--- config.mk ---
export PLATFORM = sky130hd
export DESIGN_NAME = optmod_ctrl
export DESIGN_NICKNAME = d
export VERILOG_FILES = /design/src/optmod_pkg.sv /design/src/qual_if.sv /design/src/qual_filter.sv /design/src/optmod_ctrl.sv
export SDC_FILE = /design/constraint.sdc
export NUM_CORES = 1
export LEC_CHECK = 0
export BUFFER_PORTS_ARGS = -buffer_cell sky130_fd_sc_hd__buf_4
export CORE_MARGIN = 2
export CORE_UTILIZATION = 58
export CTS_CLUSTER_SIZE = 24
export DETAILED_ROUTE_END_ITERATION = 7
export PLACE_DENSITY = 0.91
export SYNTH_ARGS = -nofsm -noshare
export SYNTH_HDL_FRONTEND = slang
export SYNTH_SLANG_ARGS = --single-unit
--- constraint.sdc ---
create_clock -name clk -period 5.7 [get_ports clk]
set_input_delay 0 -clock clk [delete_from_list [all_inputs] [get_ports clk]]
set_output_delay 0 -clock clk [all_outputs]
set_load 0.02 [all_outputs]
--- src/optmod_pkg.sv ---
package optmod_pkg;

  // ----------------------------------------------------------------
  // clock and timing
  // ----------------------------------------------------------------
  localparam int CLK_PERIOD_PS = 25000;
  localparam int CYC_PER_US = 1000000 / CLK_PERIOD_PS;

  localparam int T_OFF_US = 10;
  localparam int T_ON_MS = 1;
  localparam int T_INIT_MS = 300;
  localparam int T_FAULT_US = 100;
  localparam int T_RESET_US = 10;
  localparam int T_LOSS_US = 100;
  localparam int T_RATESEL_US = 10;
  localparam int LOS_FILT_US = 50;
  localparam int FAULT_FILT_US = 1;

  // longest times round down, least times round up
  localparam int T_OFF_CYC = T_OFF_US * CYC_PER_US;
  localparam int T_ON_CYC = T_ON_MS * 1000 * CYC_PER_US;
  localparam int T_INIT_CYC = T_INIT_MS * 1000 * CYC_PER_US;
  localparam int T_FAULT_CYC = T_FAULT_US * CYC_PER_US;
  localparam int T_RESET_CYC = (T_RESET_US * 1000000 + CLK_PERIOD_PS - 1) / CLK_PERIOD_PS;
  localparam int T_LOSS_CYC = T_LOSS_US * CYC_PER_US;
  localparam int T_RATESEL_CYC = T_RATESEL_US * CYC_PER_US;
  localparam int LOS_FILT_CYC = LOS_FILT_US * CYC_PER_US;
  localparam int FAULT_FILT_CYC = FAULT_FILT_US * CYC_PER_US;
  // sync stages plus output register around each filter decision
  localparam int PIPE_CYC = 4;

  // ----------------------------------------------------------------
  // register map (byte addresses)
  // ----------------------------------------------------------------
  localparam logic [7:0] CTRL_OFS = 8'h00;
  localparam logic [7:0] STATUS_OFS = 8'h04;
  localparam logic [7:0] INT_STAT_OFS = 8'h08;
  localparam logic [7:0] INT_MASK_OFS = 8'h0C;

  localparam int CTRL_SOFT_OFF_BIT = 0;
  localparam logic CTRL_RESET = 1'b0;

  localparam int ST_FAULT_BIT = 0;
  localparam int ST_LOS_BIT = 1;
  localparam int ST_LASER_BIT = 2;
  localparam int ST_RATE_BIT = 3;
  localparam int ST_INIT_BIT = 4;

  localparam int EV_W = 4;
  localparam int EV_FAULT = 0;
  localparam int EV_LOS_ON = 1;
  localparam int EV_LOS_OFF = 2;
  localparam int EV_INIT_DONE = 3;
  localparam logic [EV_W-1:0] INT_RESET = 4'h0;

  typedef enum logic [1:0] {REG_CTRL, REG_STATUS, REG_INT_STAT, REG_INT_MASK} reg_sel_t;
  typedef enum {ST_INIT, ST_RUN, ST_FAULT} tx_state_t;

endpackage

--- src/qual_if.sv ---
`timescale 1ns/10ps
interface qual_if;
  logic raw;
  logic level;
  logic rise;
  logic fall;

  modport filt (input raw, output level, output rise, output fall);
  modport user (output raw, input level, input rise, input fall);
endinterface

--- src/qual_filter.sv ---
`timescale 1ns/10ps
module qual_filter #(
  parameter int CYCLES = 40
) (
  input wire logic clk,   // system clock
  input wire logic reset, // async, active high
  qual_if.filt q          // raw pin in, qualified level out
);
  import optmod_pkg::*;

  localparam int CW = $clog2(CYCLES + 1);

  generate
    if (CYCLES < 2) begin : g_bad
      $error("qual_filter needs CYCLES of at least 2");
    end
  endgenerate

  logic meta;
  logic raw_s;
  logic level;
  logic [CW-1:0] cnt;
  logic next_level;
  logic [CW-1:0] next_cnt;

  // ----------------------------------------------------------------
  // synchroniser
  // ----------------------------------------------------------------
  always_ff @(posedge clk or posedge reset) begin
    if (reset) begin
      meta <= 1'b0;
      raw_s <= 1'b0;
    end else begin
      meta <= q.raw;
      raw_s <= meta;
    end
  end

  // ----------------------------------------------------------------
  // qualifier: level moves only after CYCLES steady differing samples
  // ----------------------------------------------------------------
  always_comb begin
    next_level = level;
    next_cnt = '0;
    if (raw_s != level) begin
      if (cnt == CW'(CYCLES - 1)) begin
        next_level = raw_s;
      end else begin
        next_cnt = cnt + 1'b1;
      end
    end
  end

  always_ff @(posedge clk or posedge reset) begin
    if (reset) begin
      level <= 1'b0;
      cnt <= '0;
    end else begin
      level <= next_level;
      cnt <= next_cnt;
    end
  end

  assign q.level = level;
  assign q.rise = next_level & ~level;
  assign q.fall = ~next_level & level;
endmodule

--- src/optmod_ctrl.sv ---
`timescale 1ns/10ps
module optmod_ctrl #(
  parameter int INIT_CYCLES = optmod_pkg::T_INIT_CYC,     // power-on settling
  parameter int LOS_FILT_CYCLES = optmod_pkg::LOS_FILT_CYC, // loss qualification
  parameter int FAULT_FILT_CYCLES = optmod_pkg::FAULT_FILT_CYC // fault deglitch
) (
  input wire logic clk,               // 40 MHz
  input wire logic reset,             // async, active high
  input wire logic hsel,              // slave select
  input wire logic [31:0] haddr,      // byte address
  input wire logic [1:0] htrans,      // transfer type
  input wire logic hwrite,            // write when high
  input wire logic [2:0] hsize,       // word only
  input wire logic [31:0] hwdata,     // write data
  input wire logic hready,            // bus ready
  output logic hreadyout,             // never stalls
  output logic hresp,                 // always okay
  output logic [31:0] hrdata,         // read data
  input wire logic tx_disable_pin,    // laser-off request
  input wire logic rate_select_pin,   // bandwidth choice
  input wire logic loss_detect,       // receiver loss comparator
  input wire logic fault_detect,      // laser fault comparator
  output logic laser_enable,          // transmitter on
  output logic rx_bw_high,            // receiver bandwidth choice
  output logic rx_los,                // receive signal lost
  output logic tx_fault_o,            // open-drain data, always low
  output logic tx_fault_oe_n,         // low while pulling fault pin low
  output logic irq                    // level interrupt
);
  import optmod_pkg::*;

  localparam int IW = $clog2(INIT_CYCLES + 1);
  localparam int RW = $clog2(T_RESET_CYC + 1);

  generate
    if (INIT_CYCLES < 2 || INIT_CYCLES > T_INIT_CYC) begin : g_bad_init
      $error("INIT_CYCLES out of range");
    end
    if (LOS_FILT_CYCLES + PIPE_CYC > T_LOSS_CYC) begin : g_bad_los
      $error("LOS_FILT_CYCLES too long for loss timing");
    end
    if (FAULT_FILT_CYCLES + PIPE_CYC > T_FAULT_CYC) begin : g_bad_fault
      $error("FAULT_FILT_CYCLES too long for fault timing");
    end
  endgenerate

  function automatic reg_sel_t reg_decode(input logic [31:0] a);
    case (a[7:0])
      CTRL_OFS: reg_decode = REG_CTRL;
      STATUS_OFS: reg_decode = REG_STATUS;
      INT_STAT_OFS: reg_decode = REG_INT_STAT;
      default: reg_decode = REG_INT_MASK;
    endcase
  endfunction

  function automatic logic reg_mapped(input logic [31:0] a);
    reg_mapped = (a[31:8] == 24'h000000) &&
                 (a[7:0] == CTRL_OFS || a[7:0] == STATUS_OFS ||
                  a[7:0] == INT_STAT_OFS || a[7:0] == INT_MASK_OFS);
  endfunction

  // ----------------------------------------------------------------
  // pin synchronisers and qualifiers
  // ----------------------------------------------------------------
  logic dis_meta;
  logic dis_sync;
  logic rate_meta;
  logic rate_sync;

  always_ff @(posedge clk or posedge reset) begin
    if (reset) begin
      dis_meta <= 1'b1;
      dis_sync <= 1'b1;
      rate_meta <= 1'b0;
      rate_sync <= 1'b0;
    end else begin
      dis_meta <= tx_disable_pin;
      dis_sync <= dis_meta;
      rate_meta <= rate_select_pin;
      rate_sync <= rate_meta;
    end
  end

  qual_if los_q ();
  qual_if fault_q ();
  assign los_q.raw = loss_detect;
  assign fault_q.raw = fault_detect;

  qual_filter #(.CYCLES(LOS_FILT_CYCLES)) u_los_filt (
    .clk(clk),
    .reset(reset),
    .q(los_q.filt)
  );

  qual_filter #(.CYCLES(FAULT_FILT_CYCLES)) u_fault_filt (
    .clk(clk),
    .reset(reset),
    .q(fault_q.filt)
  );

  // ----------------------------------------------------------------
  // transmitter state
  // ----------------------------------------------------------------
  tx_state_t state;
  tx_state_t next_state;
  logic [IW-1:0] init_cnt;
  logic [IW-1:0] next_init_cnt;
  logic [RW-1:0] dis_cnt;
  logic [RW-1:0] next_dis_cnt;
  logic fault_flag;
  logic next_fault_flag;
  logic next_laser;
  logic next_bw;
  logic next_los;
  logic ctrl_soft_off;
  logic dis_eff;
  logic reset_held;

  assign dis_eff = dis_sync | ctrl_soft_off;
  // the fault reset is a pin level only; software cannot clear a laser fault
  assign reset_held = dis_sync && (dis_cnt == RW'(T_RESET_CYC - 1));

  always_comb begin
    next_state = state;
    next_init_cnt = init_cnt;
    next_fault_flag = fault_flag;
    next_laser = 1'b0;
    next_bw = rate_sync;
    next_los = los_q.level;
    next_dis_cnt = '0;
    if (dis_sync) begin
      next_dis_cnt = (dis_cnt == RW'(T_RESET_CYC)) ? dis_cnt : dis_cnt + 1'b1;
    end
    case (state)
      ST_INIT: begin
        next_fault_flag = 1'b0;
        if (init_cnt == IW'(INIT_CYCLES - 1)) begin
          next_state = ST_RUN;
        end else begin
          next_init_cnt = init_cnt + 1'b1;
        end
      end
      ST_RUN: begin
        if (fault_q.level) begin
          next_state = ST_FAULT;
          next_fault_flag = 1'b1;
        end else begin
          next_laser = ~dis_eff;
        end
      end
      ST_FAULT: begin
        next_fault_flag = 1'b1;
        if (reset_held) begin
          next_state = ST_INIT;
          next_init_cnt = '0;
        end
      end
      default: begin
        next_state = ST_INIT;
        next_init_cnt = '0;
      end
    endcase
  end

  always_ff @(posedge clk or posedge reset) begin
    if (reset) begin
      state <= ST_INIT;
      init_cnt <= '0;
      dis_cnt <= '0;
      fault_flag <= 1'b0;
      laser_enable <= 1'b0;
      rx_bw_high <= 1'b0;
      rx_los <= 1'b0;
    end else begin
      state <= next_state;
      init_cnt <= next_init_cnt;
      dis_cnt <= next_dis_cnt;
      fault_flag <= next_fault_flag;
      laser_enable <= next_laser;
      rx_bw_high <= next_bw;
      rx_los <= next_los;
    end
  end

  // open drain: released (pulled high) while the fault is latched
  assign tx_fault_o = 1'b0;
  assign tx_fault_oe_n = fault_flag;

  // ----------------------------------------------------------------
  // bus slave and registers
  // ----------------------------------------------------------------
  logic [EV_W-1:0] events;
  logic [EV_W-1:0] int_stat;
  logic [EV_W-1:0] next_int_stat;
  logic [EV_W-1:0] int_mask;
  logic [EV_W-1:0] next_int_mask;
  logic next_ctrl_soft_off;
  logic dp_wr;
  logic next_dp_wr;
  reg_sel_t dp_sel;
  reg_sel_t next_dp_sel;
  logic [31:0] next_hrdata;
  logic ap_take;
  logic rd_clear;
  logic [31:0] status_word;

  assign ap_take = hsel && htrans[1] && hready;
  assign rd_clear = ap_take && !hwrite && reg_mapped(haddr) &&
                    reg_decode(haddr) == REG_INT_STAT;

  assign events[EV_FAULT] = (state == ST_RUN) && (next_state == ST_FAULT);
  assign events[EV_LOS_ON] = los_q.rise;
  assign events[EV_LOS_OFF] = los_q.fall;
  assign events[EV_INIT_DONE] = (state == ST_INIT) && (next_state == ST_RUN);

  always_comb begin
    status_word = '0;
    status_word[ST_FAULT_BIT] = fault_flag;
    status_word[ST_LOS_BIT] = rx_los;
    status_word[ST_LASER_BIT] = laser_enable;
    status_word[ST_RATE_BIT] = rx_bw_high;
    status_word[ST_INIT_BIT] = (state == ST_INIT);
  end

  always_comb begin
    next_dp_wr = ap_take && hwrite && reg_mapped(haddr);
    next_dp_sel = ap_take ? reg_decode(haddr) : dp_sel;
    next_hrdata = hrdata;
    next_ctrl_soft_off = ctrl_soft_off;
    next_int_mask = int_mask;
    // set wins over the read clear in the same cycle
    next_int_stat = (rd_clear ? INT_RESET : int_stat) | events;
    if (ap_take && !hwrite) begin
      next_hrdata = '0;
      if (reg_mapped(haddr)) begin
        case (reg_decode(haddr))
          REG_CTRL: next_hrdata[CTRL_SOFT_OFF_BIT] = ctrl_soft_off;
          REG_STATUS: next_hrdata = status_word;
          REG_INT_STAT: next_hrdata[EV_W-1:0] = int_stat;
          REG_INT_MASK: next_hrdata[EV_W-1:0] = int_mask;
          default: next_hrdata = '0;
        endcase
      end
    end
    if (dp_wr) begin
      case (dp_sel)
        REG_CTRL: next_ctrl_soft_off = hwdata[CTRL_SOFT_OFF_BIT];
        REG_INT_MASK: next_int_mask = hwdata[EV_W-1:0];
        default: next_int_mask = int_mask;
      endcase
    end
  end

  always_ff @(posedge clk or posedge reset) begin
    if (reset) begin
      dp_wr <= 1'b0;
      dp_sel <= REG_CTRL;
      hrdata <= '0;
      ctrl_soft_off <= CTRL_RESET;
      int_mask <= INT_RESET;
      int_stat <= INT_RESET;
    end else begin
      dp_wr <= next_dp_wr;
      dp_sel <= next_dp_sel;
      hrdata <= next_hrdata;
      ctrl_soft_off <= next_ctrl_soft_off;
      int_mask <= next_int_mask;
      int_stat <= next_int_stat;
    end
  end

  assign hreadyout = 1'b1;
  assign hresp = 1'b0;
  assign irq = |(int_stat & int_mask);
endmodule

==> results.json, run 1 <==
{
  "ys_ff_latch": 113,
  "num_io_pins": 118,
  "cts_inserted_buffers": 17,
  "slew_violations": 0,
  "place_inst": 651,
  "synthToLayoutAreaGrowth_pct": 25.8,
  "syn_inst": 473,
  "gp_congestion": 0.792,
  "hold_violations": 0,
  "ys_seq_area_frac": 0.554,
  "dpl.hpwl_um": 6770,
  "synth_edf_count": 0,
  "yosys.area.top_type": "dfrtp_1",
  "cts_buffer_depth": 2,
  "period_share": 0.579,
  "coreArea_mm2": 0.00864,
  "final_cell_count_no_fill": 704,
  "peakVddDrop_mv": 0.260,
  "drtIter0Drc": 228,
  "status": "finished, final reports clean",
  "yosysWarnings": 0,
  "path_max_fanout": 5,
  "htree_levels": 4,
  "synth_cell_types": 50,
  "antenna_cells": 0,
  "tns_ps": 0,
  "grt_pass1_vias": 3983,
  "cts_sinks": 113,
  "required_ps": 6130,
  "synth_area_leaders": "dfrtp_1 54%, buf_4 4.6%, xor2_1 4.3%",
  "antenna_found_initial": 0,
  "setup_violations": 0,
  "postRouteAntennaNets": 0,
  "place_ws_ps": 3110,
  "p_per_area_mw_per_mm2": 320,
  "critPathLaunchType": "primary input",
  "post-cts-setup-buffers": 0,
  "viasPerCell": 5.51,
  "finalPower_w": 0.00205,
  "fin_nets": 666,
  "yosysMostFrequentCell": "dfrtp_1",
  "grt_use_total": 0.250,
  "skew_ps": 13.1,
  "dr_total_vias": 3878,
  "io_buffer_count": 55,
  "tightestPinTransition_ps": 980,
  "critPathKind": "primary input to register",
  "rows": 34,
  "synth_common_cells": "111 x dfrtp_1, 52 x nor2_1, 33 x nand2_1",
  "arrival_ps": 3730,
  "grt_max_degree": 63,
  "start_util": 0.591,
  "die_w_um": 97.8,
  "dr.pass1.iters": 5,
  "ys.flop_type": "dfrtp_1",
  "synthesis.area_mm2": 0.00511,
  "setup_slack_ps": 2400,
  "avgRoutedWirePerCell_um": 16.1,
  "cts.clk_slew.worst_paths_ps": 60,
  "die_area_mm2": 0.00957,
  "rsz0062_at_grt": "no",
  "min_period_ps": 3300,
  "syn_avg_cell_area_um2": 10.8,
  "grt-ovfl-total": 0,
  "grt_pass1_wl_um": 18800,
  "synth_top_area_share": 0.544,
  "wirelength_um": 11300,
  "async_reset_ff_frac": 1.00,
  "clock_latency_ps": 520,
  "timing.fmax_mhz": 303,
  "maxCapViolCount": 0,
  "cp-end-kind": "register",
  "hold-worst-slack_ps": 52.1,
  "hp-class": "primary input to register",
  "die_h_um": 97.8,
  "cts_tree": "built",
  "layout-drive-gt1-share": 0.186,
  "cts_root_buf": "clkbuf_8",
  "maxSlewHeadroom": 0.346,
  "p_leak_nw": 2.95,
  "drc_errors": 0
}
timing repair:
item / 4_1_cts / 5_1_grt
hold buffers: 21 / 0
resized for setup: 0 / 0
hold endpoints to repair: 78 / 0
where the power goes:
group,leakage (nW),internal (W),switching (W),total [W]
sequential,1.45,0.000827,0.0000161,0.000843
combinational,1.20,0.0000426,0.0000604,0.000103
clock,0.301,0.000734,0.000374,0.00111
total,2.95,0.00160,0.000450,0.00205
stage by stage:
stage | area [um^2] | util
final | 6420 | 0.744
after global routing | 6420 | 0.744
after CTS | 6420 | 0.744
after detailed placement | 5590 | 0.647
after global placement | 5590 | 0.647
after floorplan | 5330 | -
placed cells by master, fill, tap and decap left out, types with 16 or more instances in the layout:
cell type | netlist | final
conb_1 | 2 | 60
dlygate4sd3_1 | 0 | 21
dfrtp_1 | 111 | 111
nand3_1 | 21 | 21
buf_4 | 31 | 57
nand2_1 | 33 | 33
o21ai_0 | 19 | 19
clkbuf_16 | 0 | 16
nor2_1 | 52 | 52
xor2_1 | 25 | 25
sequential cells by signal, indices dropped and copies added (netlist names), 4 cells and up:
name,flops
init_cnt,24
int_mask,4
u_fault_filt.cnt,6
hrdata,5
int_stat,4
u_los_filt.cnt,11
state,32
dis_cnt,9
metal layers:
metal  track usage  part of all wire  up-vias
met5             0                 0        -
met4         0.126             0.032        0
met3        0.0494             0.053       34
met2         0.456              0.54      164
met1         0.275              0.38     1897
li1              -                 -     1783
layout make-up:
type	instances	area, um^2
clock inverters	12	180
clock buffers	20	445
repair buffers	78	638
flip-flops and latches	113	2830
well taps	108	135
fillers	515	2210
inverters	10	40.0
multi-input cells	363	2160
worst paths after layout:
| kind | from | slack, ps | endpoint | cells past startpoint |
|---|---|---|---|---|
| min | hsel | 50 | hrdata[0] | 4 |
| max reg2reg | dis_sync | 3060 | init_cnt[22] | 6 |
| max | haddr[21] | 2400 | hrdata[0] | 11 |
| min reg2reg | u_fault_filt.meta | 350 | u_fault_filt.raw_s | 0 |
| min in group asynchronous | reset | 180 | u_los_filt.meta | 3 |
| max in group asynchronous | reset | 4410 | dis_cnt[6] | 4 |
kinds of logic (layout without fill, tap and decap cells):
| group | after synthesis | after routing | synth area share |
|---|---|---|---|
| AND/OR/NAND/NOR | 188 | 188 | 0.197 |
| flip-flops | 113 | 113 | 0.554 |
| AO/OA/AOI/OAI | 61 | 61 | 0.0804 |
| buffers and inverters | 55 | 120 | 0.0664 |
| XOR/XNOR | 40 | 40 | 0.0686 |
| multiplexers | 9 | 9 | 0.0196 |
| adder cells (fa/ha/maj) | 5 | 5 | 0.0122 |
| other | 2 | 60 | 0.00147 |
critical path, cell delays in order:
cell           delay, ps
dlygate4sd3_1        540
buf_4                130
nor4_1               140
dlygate4sd3_1        580
nand2_1               40
dlygate4sd3_1        550
nor3_1               370
dlygate4sd3_1        620
nand3_1               60
dlygate4sd3_1        560
o21ai_0              130
Note: power is estimated with default switching activity, not from simulation.
==> inputs of run 2 (changes only) <==
--- a/config.mk
+++ b/config.mk
@@ -5,12 +5,13 @@
 export SDC_FILE = /design/constraint.sdc
 export NUM_CORES = 1
 export LEC_CHECK = 0
+export ABC_AREA = 1
 export BUFFER_PORTS_ARGS = -buffer_cell sky130_fd_sc_hd__buf_4
 export CORE_MARGIN = 2
-export CORE_UTILIZATION = 58
+export CORE_UTILIZATION = 49
 export CTS_CLUSTER_SIZE = 24
 export DETAILED_ROUTE_END_ITERATION = 7
-export PLACE_DENSITY = 0.91
+export PLACE_DENSITY = 0.82
 export SYNTH_ARGS = -nofsm -noshare
 export SYNTH_HDL_FRONTEND = slang
 export SYNTH_SLANG_ARGS = --single-unit
==> constraint.sdc (replaced) <==
create_clock -name clk -period 2.7 [get_ports clk]
set_input_delay 0 -clock clk [delete_from_list [all_inputs] [get_ports clk]]
set_output_delay 0 -clock clk [all_outputs]
set_load 0.02 [all_outputs]
==> run 2 against run 1 <==
  * Count of clock-buffer cells in the layout grew 1
  * Critical path depth is 2 lower
  * Sequential power up 110%
  * Combinational power grew 110%
  * Register-to-register slack worse by 2400 ps
  * Clock skew decreased by 6.6 ps
  * Wire length down 1.4%
  * Cell count grew 26%
  * Global-route usage down 4.8 points
  * Hold slack improved by 8.6 ps
  * Critical path type unchanged
  * Critical endpoint unchanged
  * Largest cell class unchanged
  * Largest power group unchanged
==> results.json, run 2 <==
{
  "status": "finished, final reports clean",
  "yosysWarnings": 0,
  "drtIter0Drc": 256,
  "num_io_pins": 118,
  "synth_top_area_share": 0.517,
  "critPathLaunchType": "primary input",
  "grt_use_met3": 0.0586,
  "avgRoutedWirePerCell_um": 12.6,
  "cts_buffer_depth": 2,
  "grt_pass1_vias": 4330,
  "yosys.area.top_type": "dfrtp_1",
  "ys.flop_type": "dfrtp_1",
  "cp-end-kind": "register",
  "layout-drive-gt1-share": 0.176,
  "rsz0062_at_grt": "no",
  "whs_path_depth": 6,
  "synthAdderAreaFrac": 0.0117,
  "ys_seq_area_frac": 0.527,
  "gp_congestion": 0.856,
  "htree_levels": 4,
  "p_leak_nw": 3.25,
  "async_reset_ff_frac": 1.00,
  "synth_xor_area_frac": 0.00979,
  "dr.pass1.iters": 5,
  "maxCapViolCount": 0,
  "arrival_ps": 2840,
  "final_util": 0.630,
  "p_per_area_mw_per_mm2": 620,
  "clock_latency_ps": 520,
  "cts_resized": 0,
  "synth_edf_count": 0,
  "yosysMostFrequentCell": "dfrtp_1",
  "busiest_layer": "met2",
  "ys_ff_latch": 113,
  "synthSimpleGateAreaFrac": 0.256,
  "rows": 38,
  "mostFrequentLayoutCells": "111 x dfrtp_1, 102 x nand2_1, 91 x nor2_1",
  "tightestPinTransition_ps": 756,
  "rr_startpoint": "state[18]",
  "cpMostUsedCell": "dlygate4sd3_1",
  "timing.fmax_mhz": 419,
  "setup_violations": 0,
  "tns_ps": 0,
  "period_share": 0.885,
  "slew_violations": 0,
  "largest_reg_flops": 32,
  "synth_cell_types": 45,
  "use_met2": 0.356,
  "grt_use_met1": 0.227,
  "wirelength_um": 11200,
  "skew_ps": 6.45,
  "grt_use_total": 0.201,
  "worstPathCellList": "dlygate4sd3_1 -> buf_4 -> nor3_2 -> dlygate4sd3_1 -> nand4_1 -> nor2_1 -> dlygate4sd3_1 -> o21ai_0 -> o21ai_1",
  "io_buffer_count": 55,
  "cts.clk_slew.worst_paths_ps": 60,
  "cp.depth": 9,
  "synth_area_leaders": "dfrtp_1 52%, nand2_1 7.1%, nor2_1 6.4%",
  "synth_top_family_by_area": "simple AND/OR/NAND/NOR gates",
  "cts_tree": "built",
  "critical-path-max-stage-delay_ps": 670,
  "top_regs": "state: 32 flops, init_cnt: 24 flops, u_los_filt.cnt: 11 flops",
  "syn_inst": 613,
  "hold_violations": 0,
  "path_buf_inv": 4,
  "path_max_fanout": 4,
  "crit_start": "haddr[0]",
  "layout_commonest_cell": "dfrtp_1",
  "dpl.hpwl_um": 7670,
  "critPathTopFamily": "buffers and inverters",
  "cts_inserted_buffers": 17,
  "synth_compound_area_frac": 0.0788,
  "cp-endpoint": "hrdata[0]",
  "hp-class": "primary input to register",
  "syn_avg_cell_area_um2": 8.76,
  "start_util": 0.500,
  "die_h_um": 109,
  "peakVddDrop_mv": 0.476,
  "synth_common_cells": "111 x dfrtp_1, 102 x nand2_1, 91 x nor2_1",
  "antenna_cells": 0,
  "critPathKind": "primary input to register",
  "post-cts-setup-buffers": 0,
  "cts_root_buf": "clkbuf_8",
  "synthesis.area_mm2": 0.00537,
  "regMostFlops": "state",
  "dr_total_vias": 4387,
  "maxSlewHeadroom": 0.495,
  "reg2reg_slack_ps": 700,
  "postRouteAntennaNets": 0,
  "grt_pass1_wl_um": 18500,
  "fin_nets": 820,
  "regToRegEndpoint": "hrdata[4]",
  "grt_max_degree": 57,
  "min_period_ps": 2390,
  "synthToLayoutAreaGrowth_pct": 26.1,
  "die_area_mm2": 0.0118,
  "viasPerCell": 4.93,
  "antenna_found_initial": 0,
  "cp_slowest_cell": "dlygate4sd3_1",
  "cts_sinks": 113,
  "required_ps": 3150,
  "die_w_um": 109,
  "coreArea_mm2": 0.0107,
  "drc_errors": 0,
  "muxShareOfSynthArea": 0.00210,
  "grt-ovfl-total": 0,
  "reg2regPathDepth": 8
}
[run 2: changes by cell type after synthesis, moves of 7 or more]
cell,delta
and2_1,-10
and3_1,-12
nor2_1,+39
nor3_1,+7
a21oi_1,+17
inv_1,+77
nor2_2,+8
xnor2_1,-12
buf_2,-7
nand2_1,+69
mux2_2,-7
xor2_1,-22
[run 2: routing by layer]
layer | up-vias | part of all wire
met5 | - | 0
li1 | 2126 | -
met2 | 131 | 0.53
met4 | 0 | 0.018
met3 | 22 | 0.053
met1 | 2108 | 0.40
[run 2: through the flow]
step / cells / area, um^2 / setup slack [ps] / power [W] / hold slack, ps
detailed placement: 836 / 5960 / 720 / 0.00199 / 111
floorplan: 671 / 5590 / 957 / 0.00194 / 4.48
global placement: 836 / 5960 / 753 / 0.00198 / 109
CTS: 889 / 6770 / 441 / 0.00422 / 41.2
global route: 889 / 6770 / 179 / 0.00435 / 91.7
finish: 889 / 6770 / 311 / 0.00420 / 60.8
[run 2: how the worst min path moves through the flow]
stage	from	end	slack, ps
6_report	haddr[23]	hrdata[1]	60
5_1_grt	haddr[23]	hrdata[1]	90
2_1_floorplan	tx_disable_pin	dis_meta	4
3_3_place_gp	rate_select_pin	rate_meta	110
4_1_cts	haddr[23]	hrdata[1]	40
3_5_place_dp	rate_select_pin	rate_meta	110
[run 2: kinds of logic after synthesis]
logic type / Yosys count
other cells: 2
mux: 1
flops: 113
compound gates: 72
buf+inv: 126
simple gates: 288
fa+ha+maj: 5
xor+xnor: 6
[run 2: timing repair]
item                                    in CTS  in global routing
hold endpoints to repair                    49                  0
hold buffers                                22                  0
endpoints found under the setup margin       0                  0
[run 2: worst register-to-register path: stages, from the launching register on]
cell           delay, ps
dfrtp_1              360
nor2_1               100
nand2_1               80
nor2_1               190
nand2_1              150
nor2_4               260
nand3_1              140
dlygate4sd3_1        600
nand2_1               60
[run 2: area by class of cell]
cell class | count | area [um^2]
fillers | 816 | 3980
flip-flops and latches | 113 | 2830
multi-input cells | 432 | 2150
repair buffers | 79 | 661
clock buffers | 21 | 459
inverters | 94 | 360
well taps | 140 | 175
clock inverters | 10 | 134
[run 2: power breakdown]
part	internal (W)	switching, W
logic	0.0000866	0.000135
registers	0.00174	0.0000218
clock network	0.00147	0.000746
